--- src/shared/nvsc_defs.vh ---
// Purpose: constants for the shadowed memory host controller
// Assumes: 100 MHz system clock, period 10 ns
// Notes:   timing figures in ns, save cycle in ms; cycle counts derived from them
`ifndef NVSC_DEFS_VH
`define NVSC_DEFS_VH

`define NVSC_CLK_PERIOD_NS      10
`define NVSC_ADDR_W             6
`define NVSC_DATA_W             4
`define NVSC_WORDS              64

`define NVSC_ADDRESS_SETUP_NS   50
`define NVSC_WRITE_PULSE_MIN_NS 150
`define NVSC_WRITE_RECOVERY_NS  25
`define NVSC_READ_ACCESS_NS     300
`define NVSC_OUT_DISABLE_NS     100
`define NVSC_RESTORE_PULSE_MIN_NS    300
`define NVSC_RESTORE_CYCLE_MIN_NS    1400
`define NVSC_RESTORE_FIRST_ACCESS_NS 1100
`define NVSC_SAVE_PULSE_MIN_NS  200
`define NVSC_SAVE_CYCLE_MS      10

// least times rounded up to whole cycles
`define NVSC_CYC(ns) (((ns) + `NVSC_CLK_PERIOD_NS - 1) / `NVSC_CLK_PERIOD_NS)
`define NVSC_CYC_SETUP      `NVSC_CYC(`NVSC_ADDRESS_SETUP_NS)
`define NVSC_CYC_WPULSE     `NVSC_CYC(`NVSC_WRITE_PULSE_MIN_NS)
`define NVSC_CYC_WREC       `NVSC_CYC(`NVSC_WRITE_RECOVERY_NS)
`define NVSC_CYC_RACCESS    `NVSC_CYC(`NVSC_READ_ACCESS_NS)
`define NVSC_CYC_ODIS       `NVSC_CYC(`NVSC_OUT_DISABLE_NS)
`define NVSC_CYC_RPULSE     `NVSC_CYC(`NVSC_RESTORE_PULSE_MIN_NS)
`define NVSC_CYC_RCYCLE     `NVSC_CYC(`NVSC_RESTORE_CYCLE_MIN_NS)
`define NVSC_CYC_RFIRST     `NVSC_CYC(`NVSC_RESTORE_FIRST_ACCESS_NS)
`define NVSC_CYC_SPULSE     `NVSC_CYC(`NVSC_SAVE_PULSE_MIN_NS)
`define NVSC_CYC_SCYCLE     (`NVSC_SAVE_CYCLE_MS * 1000000 / `NVSC_CLK_PERIOD_NS)

`define NVSC_CNT_W          24
`define NVSC_CMD_READ       2'h0
`define NVSC_CMD_WRITE      2'h1
`define NVSC_CMD_RESTORE    2'h2
`define NVSC_CMD_SAVE       2'h3

`endif

--- src/logic/nvsc_sync.v ---
// Purpose: two flop synchroniser for pin inputs
// Assumes: one clock domain
// Notes:   first stage is read by the second only
`timescale 1ns/100ps
module nvsc_sync #(
    parameter W = 1
) (
    input  wire         clk_i,
    input  wire         rst_i,
    input  wire [W-1:0] d_i,
    output reg  [W-1:0] q_o
);
    reg [W-1:0] meta_q;

    always @(posedge clk_i or posedge rst_i) begin
        if (rst_i) begin
            meta_q <= {W{1'b0}};
            q_o    <= {W{1'b0}};
        end else begin
            meta_q <= d_i;
            q_o    <= meta_q;
        end
    end
endmodule

--- src/logic/nvsc_host.v ---
// Purpose: host controller driving the pins of a shadowed 64 x 4 memory
// Assumes: device pins are asynchronous; this block times them in cycles
// Notes:   one command at a time; CMD_READY_O low while a command runs
`timescale 1ns/100ps
`include "nvsc_defs.vh"
module nvsc_host #(
    parameter SAVE_CYCLES = `NVSC_CYC_SCYCLE
) (
    input  wire                    SYS_CLK_I,
    input  wire                    RESET_I,
    input  wire                    CMD_VALID_I,
    input  wire [1:0]              CMD_OP_I,
    input  wire [`NVSC_ADDR_W-1:0] CMD_ADDR_I,
    input  wire [`NVSC_DATA_W-1:0] CMD_WDATA_I,
    input  wire                    POWER_GOOD_I,
    output reg                     CMD_READY_O,
    output reg                     DONE_O,
    output reg                     REFUSED_O,
    output reg  [`NVSC_DATA_W-1:0] RDATA_O,
    output reg                     SELECT_N_O,
    output reg                     WRITE_N_O,
    output reg                     RESTORE_N_O,
    output reg                     SAVE_N_O,
    output reg  [`NVSC_ADDR_W-1:0] WORD_ADDRESS_O,
    output reg  [`NVSC_DATA_W-1:0] DATA_PINS_O,
    output reg                     DATA_PINS_OE_N_O,
    input  wire [`NVSC_DATA_W-1:0] DATA_PINS_I
);
    // --------------------------------------------------------------
    // states
    // --------------------------------------------------------------
    localparam [7:0] ST_IDLE  = 8'h01;
    localparam [7:0] ST_WSET  = 8'h02;
    localparam [7:0] ST_WPUL  = 8'h04;
    localparam [7:0] ST_RACC  = 8'h08;
    localparam [7:0] ST_RPUL  = 8'h10;
    localparam [7:0] ST_SPUL  = 8'h20;
    localparam [7:0] ST_WAIT  = 8'h40;
    localparam [7:0] ST_REC   = 8'h80;

    // cycle counts as integers, cut to the counter width below
    localparam integer N_SETUP  = `NVSC_CYC_SETUP;
    localparam integer N_WPULSE = `NVSC_CYC_WPULSE;
    localparam integer N_WREC   = `NVSC_CYC_WREC;
    localparam integer N_RACC   = `NVSC_CYC_RACCESS;
    localparam integer N_ODIS   = `NVSC_CYC_ODIS;
    localparam integer N_RCYCLE = `NVSC_CYC_RCYCLE;
    localparam integer N_RFIRST = `NVSC_CYC_RFIRST;
    localparam integer N_SPULSE = `NVSC_CYC_SPULSE;
    localparam integer N_SCYCLE = SAVE_CYCLES;

    localparam [`NVSC_CNT_W-1:0] C_SETUP  = N_SETUP[`NVSC_CNT_W-1:0];
    localparam [`NVSC_CNT_W-1:0] C_WPULSE = N_WPULSE[`NVSC_CNT_W-1:0];
    localparam [`NVSC_CNT_W-1:0] C_WREC   = N_WREC[`NVSC_CNT_W-1:0];
    localparam [`NVSC_CNT_W-1:0] C_RACC   = N_RACC[`NVSC_CNT_W-1:0];
    localparam [`NVSC_CNT_W-1:0] C_ODIS   = N_ODIS[`NVSC_CNT_W-1:0];
    localparam [`NVSC_CNT_W-1:0] C_RCYCLE = N_RCYCLE[`NVSC_CNT_W-1:0];
    localparam [`NVSC_CNT_W-1:0] C_RFIRST = N_RFIRST[`NVSC_CNT_W-1:0];
    localparam [`NVSC_CNT_W-1:0] C_SPULSE = N_SPULSE[`NVSC_CNT_W-1:0];
    localparam [`NVSC_CNT_W-1:0] C_SCYCLE = N_SCYCLE[`NVSC_CNT_W-1:0];
    localparam [`NVSC_CNT_W-1:0] C_ONE    = {{(`NVSC_CNT_W-1){1'b0}}, 1'b1};

    // a phase ends when its counter reaches its last cycle
    function cnt_last;
        input [`NVSC_CNT_W-1:0] cnt;
        begin
            cnt_last = (cnt <= C_ONE);
        end
    endfunction

    // --------------------------------------------------------------
    // synchronised pin inputs
    // --------------------------------------------------------------
    wire [`NVSC_DATA_W-1:0] rdata_s;
    wire                    pgood_s;

    nvsc_sync #(
        .W (`NVSC_DATA_W + 1)
    ) u_sync (
        .clk_i (SYS_CLK_I),
        .rst_i (RESET_I),
        .d_i   ({POWER_GOOD_I, DATA_PINS_I}),
        .q_o   ({pgood_s, rdata_s})
    );

    reg [7:0]              state_q;
    reg [`NVSC_CNT_W-1:0]  cnt_q;

    // --------------------------------------------------------------
    // sequencer
    // --------------------------------------------------------------
    always @(posedge SYS_CLK_I or posedge RESET_I) begin
        if (RESET_I) begin
            state_q          <= ST_IDLE;
            cnt_q            <= {`NVSC_CNT_W{1'b0}};
            CMD_READY_O      <= 1'b0;
            DONE_O           <= 1'b0;
            REFUSED_O        <= 1'b0;
            RDATA_O          <= {`NVSC_DATA_W{1'b0}};
            SELECT_N_O       <= 1'b1;
            WRITE_N_O        <= 1'b1;
            RESTORE_N_O      <= 1'b1;
            SAVE_N_O         <= 1'b1;
            WORD_ADDRESS_O   <= {`NVSC_ADDR_W{1'b0}};
            DATA_PINS_O      <= {`NVSC_DATA_W{1'b0}};
            DATA_PINS_OE_N_O <= 1'b1;
        end else begin
            DONE_O    <= 1'b0;
            REFUSED_O <= 1'b0;
            case (state_q)
                ST_IDLE: begin
                    CMD_READY_O <= 1'b1;
                    if (CMD_VALID_I && CMD_READY_O) begin
                        CMD_READY_O    <= 1'b0;
                        WORD_ADDRESS_O <= CMD_ADDR_I;
                        case (CMD_OP_I)
                            `NVSC_CMD_WRITE: begin
                                WRITE_N_O   <= 1'b0;
                                DATA_PINS_O <= CMD_WDATA_I;
                                cnt_q       <= C_SETUP;
                                state_q     <= ST_WSET;
                            end
                            `NVSC_CMD_RESTORE: begin
                                RESTORE_N_O <= 1'b0;
                                SELECT_N_O  <= 1'b1;
                                cnt_q       <= C_RCYCLE;
                                state_q     <= ST_RPUL;
                            end
                            `NVSC_CMD_SAVE: begin
                                if (!pgood_s) begin
                                    REFUSED_O   <= 1'b1;
                                    DONE_O      <= 1'b1;
                                    CMD_READY_O <= 1'b1;
                                end else begin
                                    SAVE_N_O   <= 1'b0;
                                    SELECT_N_O <= 1'b1;
                                    cnt_q      <= C_SPULSE;
                                    state_q    <= ST_SPUL;
                                end
                            end
                            default: begin
                                SELECT_N_O <= 1'b0;
                                cnt_q      <= C_RACC;
                                state_q    <= ST_RACC;
                            end
                        endcase
                    end
                end
                ST_WSET: begin
                    cnt_q <= cnt_q - 1'b1;
                    if (cnt_last(cnt_q)) begin
                        SELECT_N_O       <= 1'b0;
                        DATA_PINS_OE_N_O <= 1'b0;
                        cnt_q            <= C_WPULSE;
                        state_q          <= ST_WPUL;
                    end
                end
                ST_WPUL: begin
                    cnt_q <= cnt_q - 1'b1;
                    if (cnt_last(cnt_q)) begin
                        WRITE_N_O  <= 1'b1;
                        SELECT_N_O <= 1'b1;
                        cnt_q      <= C_WREC;
                        state_q    <= ST_REC;
                    end
                end
                ST_RACC: begin
                    cnt_q <= cnt_q - 1'b1;
                    if (cnt_last(cnt_q)) begin
                        RDATA_O    <= rdata_s;
                        SELECT_N_O <= 1'b1;
                        cnt_q      <= C_ODIS;
                        state_q    <= ST_REC;
                    end
                end
                ST_RPUL: begin
                    cnt_q <= cnt_q - 1'b1;
                    if (cnt_last(cnt_q)) begin
                        RESTORE_N_O <= 1'b1;
                        cnt_q       <= C_ODIS;
                        state_q     <= ST_REC;
                    end
                end
                ST_SPUL: begin
                    cnt_q <= cnt_q - 1'b1;
                    if (cnt_last(cnt_q)) begin
                        SAVE_N_O <= 1'b1;
                        cnt_q    <= C_SCYCLE;
                        state_q  <= ST_WAIT;
                    end
                end
                ST_WAIT: begin
                    cnt_q <= cnt_q - 1'b1;
                    if (cnt_last(cnt_q)) begin
                        state_q <= ST_REC;
                        cnt_q   <= C_ODIS;
                    end
                end
                ST_REC: begin
                    DATA_PINS_OE_N_O <= 1'b1;
                    cnt_q <= cnt_q - 1'b1;
                    if (cnt_last(cnt_q)) begin
                        DONE_O      <= 1'b1;
                        CMD_READY_O <= 1'b1;
                        state_q     <= ST_IDLE;
                    end
                end
                default: begin
                    state_q <= ST_IDLE;
                end
            endcase
        end
    end
endmodule

--- config.mk ---
export PLATFORM = sky130hd
export DESIGN_NAME = nvsc_host
export DESIGN_NICKNAME = d
export VERILOG_FILES = /design/src/logic/nvsc_sync.v /design/src/logic/nvsc_host.v
export VERILOG_INCLUDE_DIRS = /design/src /design/src/shared
export SDC_FILE = /design/constraint.sdc
export NUM_CORES = 1
export LEC_CHECK = 0
export BUFFER_PORTS_ARGS = -buffer_cell sky130_fd_sc_hd__buf_2
export CORE_UTILIZATION = 30
export CTS_CLUSTER_DIAMETER = 100
export DETAILED_ROUTE_END_ITERATION = 8
export GPL_ROUTABILITY_DRIVEN = 0
export GPL_TIMING_DRIVEN = 0
export HOLD_SLACK_MARGIN = 0.02
export PLACE_DENSITY = 0.59
export SYNTH_ARGS = -nofsm -noshare
export SYNTH_HDL_FRONTEND = slang
export SYNTH_SLANG_ARGS = --single-unit
--- constraint.sdc ---
create_clock -name SYS_CLK_I -period 2.3 [get_ports SYS_CLK_I]
set_input_delay 0.46 -clock SYS_CLK_I [delete_from_list [all_inputs] [get_ports SYS_CLK_I]]
set_output_delay 0.46 -clock SYS_CLK_I [all_outputs]
set_load 0.02 [all_outputs]
==> impl_metrics.tcl <==
set metrics [dict create \
    status "finished clean" \
    synth_cell_types 60 \
    die_area_um2 11900 \
    via_per_inst 5.75 \
    crit_slowest_cell "or4_4" \
    crit_path_frequent_cell "buf_6" \
    rsz0062_at_grt "yes" \
    hp-class "input pin to flip-flop" \
    wl_per_cell_um 17.3 \
    clkTransAtPathRegs_ps 50 \
    sw_frac_of_total_pct 39.8 \
    cp.arrival_ps 2500 \
    coreArea_um2 11000 \
    async_reset_ff_share_pct 100 \
    final.setup.tns_ps 0 \
    dp_hpwl_um 6420 \
    pre_cts_slack_ps -357 \
    grt_usage_pct 16.5 \
    synth-seq-area-share_pct 46.7 \
    ys_seq_elements 64 \
    synth-simple-area-share_pct 21.8 \
    critPathLaunchType "flip-flop" \
    clkLatencyLatePin_ps 330 \
    regArea_um2 1620 \
    fillers 1070 \
    syn_inst 333 \
    antenna_cells 0 \
    report.final.slew_viol_count 0 \
    dpl.cell_count 515 \
    die_height_um 109 \
    layout.nets 443 \
    drt_iter0_drc 264 \
    drc 0 \
    holdBufCountCts 0 \
    relSlewSlack_pct 53.0 \
    synth-adder-area-share_pct 2.18 \
    cts_buffers 9 \
    grt_pass1_wl_um 15100 \
    drive_gt1_share_pct 39.3 \
    fmax_mhz 441 \
    crit_required_ps 2530 \
    start_util_pct 31.2 \
    setup_viol 0 \
    numPortBuffers 41 \
    worst_slack_ps 34.5 \
    first_pass_iters 8 \
    p_switching_w 0.00216 \
    clock_skew_ps 7.24 \
    ys_warn_count 0 \
    cts_sinks 64 \
    timing.final.crit_share_pct 98.5 \
    cap_violations 0 \
    muxShareOfSynthArea_pct 4.58 \
    syn_to_final_growth_pct 32.8 \
    end_kind "flip-flop" \
    leakage_nw 2.07 \
    synth_top_family_by_area "simple AND/OR/NAND/NOR gates" \
    combPwrFrac_pct 44.7 \
    num_vias 3229 \
    synth_top_flop_cell "dfrtp_1" \
    synth_area_um2 3450 \
    timing_hold_violations_final 0 \
    rows 38 \
    root_buffer "clkbuf_16" \
    grt_use_met3_pct 4.42 \
    seq_power_share_pct 30.1 \
    cp_slowest_stage_delay_ps 570 \
    worst_pin_slew_ps 704 \
    overflow 0 \
    clkPwrFrac_pct 25.2 \
    die_w_um 109 \
    busiest_layer "met2" \
    crit_path_max_fanout 6 \
    worst_hold_slack_ps 238 \
    synth_compound_area_share_pct 19.9 \
    path_class "flip-flop to flip-flop" \
    power_density_nw_per_um2 1180 \
    grt_util_met2_pct 26.6 \
    grt_max_degree 34 \
    htreeDepth 3 \
    grt_pass1_vias 3059 \
    met1_usage_pct 21.9 \
    ant_nets 0 \
    syn_nets 359 \
    wl_um 9730 \
    ios 42 \
    synth-xor-area-share_pct 1.02 \
    cp_cell_sequence "or4_4, or2_1, buf_6, nor3_4, buf_6, buf_6, o32ai_1, a22oi_1" \
    avgSynthCellArea_um2 10.3 \
    power.total_w 0.00542 \
    clock_path_buffers 2 \
    cts_tree "built" \
    period_needed_ps 2270 \
    antenna_found_initial 0 \
    power.internal_w 0.00326 \
    ir_drop_uv 588 \
    final_cell_count_no_fill 562 \
    multiInputGateArea_um2 1860 \
    synth-edff-count 0 \
]
[per-stage QoR]
| step | instance area [µm²] | utilization (%) |
|---|---|---|
| 6_report | 4580 | 41.5 |
| 4_1_cts | 4340 | 39.3 |
| 5_1_grt | 4580 | 41.5 |
| 3_3_place_gp | 3830 | 34.7 |
| 3_5_place_dp | 3850 | 34.9 |
| 2_1_floorplan | 3450 | - |
[cells in the final DEF (no fill, tap or decap), drive strengths merged, types with 3 or more instances in the layout]
cell type,instances
o41ai,3
or4,5
xor2,4
dfstp,6
ha,6
or2,4
buf,83
nand3,23
o211ai,10
dfrtp,58
nand4,12
inv,10
clkbuf,19
a31oi,13
a221oi,3
a21oi,4
nor4b,3
mux2,14
a211oi,4
nor2,25
o221ai,4
a41oi,3
nor4,11
a21o,5
and3,6
o31ai,3
nand4b,5
nor3,7
o21ai,20
nand2,14
clkinv,3
[synthesized netlist by cell type, drive strengths merged (8+ instances only)]
cell type / n / area, µm²
a31oi: 13 / 81.3
buf: 8 / 55.1
clkbuf: 11 / 42.5
dfrtp: 58 / 1450
inv: 10 / 37.5
mux2: 14 / 158
nand2: 14 / 52.6
nand3: 23 / 120
nand4: 12 / 75.1
nor2: 25 / 98.8
nor4: 10 / 126
o211ai: 10 / 75.1
o21ai: 20 / 100
[layout make-up]
type	count	share of cell area, %
Buffer	15	2.24
Clock buffer	11	5.30
Clock inverter	5	1.23
Inverter	10	0.820
Multi-Input combinational cell	241	40.6
Sequential cell	64	35.3
Tap cell	140	3.83
Timing Repair Buffer	76	10.7
[power groups by stage]
stage	logic [W]	registers [W]	clock network [W]
after floorplan	0.00131	0.00171	0
after global placement	0.00195	0.00159	0
after detailed placement	0.00198	0.00160	0
after CTS	0.00211	0.00162	0.00138
after global routing	0.00261	0.00167	0.00143
final	0.00242	0.00163	0.00137
[critical path: cells and delay by family, from the launching register on]
kind	cells	cell delay, ps
simple gates	3	1060
compound gates	2	290
buf+inv	3	420
flops	1	410
[sequential cells by signal, indices dropped and copies added, names as in the netlist]
| name | cells |
|---|---|
| u_sync.meta_q | 5 |
| cnt_q | 24 |
| DONE_O | 1 |
| REFUSED_O | 1 |
| RESTORE_N_O | 1 |
| SAVE_N_O | 1 |
| DATA_PINS_OE_N_O | 1 |
| u_sync.q_o | 5 |
| CMD_READY_O | 1 |
| WORD_ADDRESS_O | 6 |
| SELECT_N_O | 1 |
| state_q | 8 |
| DATA_PINS_O | 4 |
| WRITE_N_O | 1 |
| RDATA_O | 4 |
[layer usage]
metal / vias up / share of wire [%]
met3: 21 / 7.4
li1: 1478 / -
met5: - / 0
met1: 1571 / 42
met4: 0 / 2.0
met2: 159 / 48
[cell families after synthesis]
| kind of cell | after synthesis |
|---|---|
| adder cells (fa/ha/maj) | 6 |
| multiplexers | 14 |
| flip-flops | 64 |
| AND/OR/NAND/NOR | 121 |
| XOR/XNOR | 4 |
| buffers and inverters | 29 |
| AO/OA/AOI/OAI | 95 |
[repair_timing]
item,in CTS,in global routing
cloned,0,1
pin swaps,7,13
endpoints found under the setup margin,44,37
setup buffers,13,21
resized for setup,24,26
[final timing paths]
check	start	end	slack, ps	cells past startpoint
worst max-delay path	cnt_q[17]	cnt_q[1]	30	8
worst min-delay path	DATA_PINS_I[1]	u_sync.meta_q[1]	240	1
worst max register to register	cnt_q[17]	cnt_q[1]	30	8
worst min register to register	u_sync.meta_q[4]	u_sync.q_o[4]	350	0
max in group asynchronous	RESET_I	state_q[0]	1370	3
min in group asynchronous	RESET_I	u_sync.q_o[3]	250	2
No activity file was read; power rests on OpenSTA's default activity.
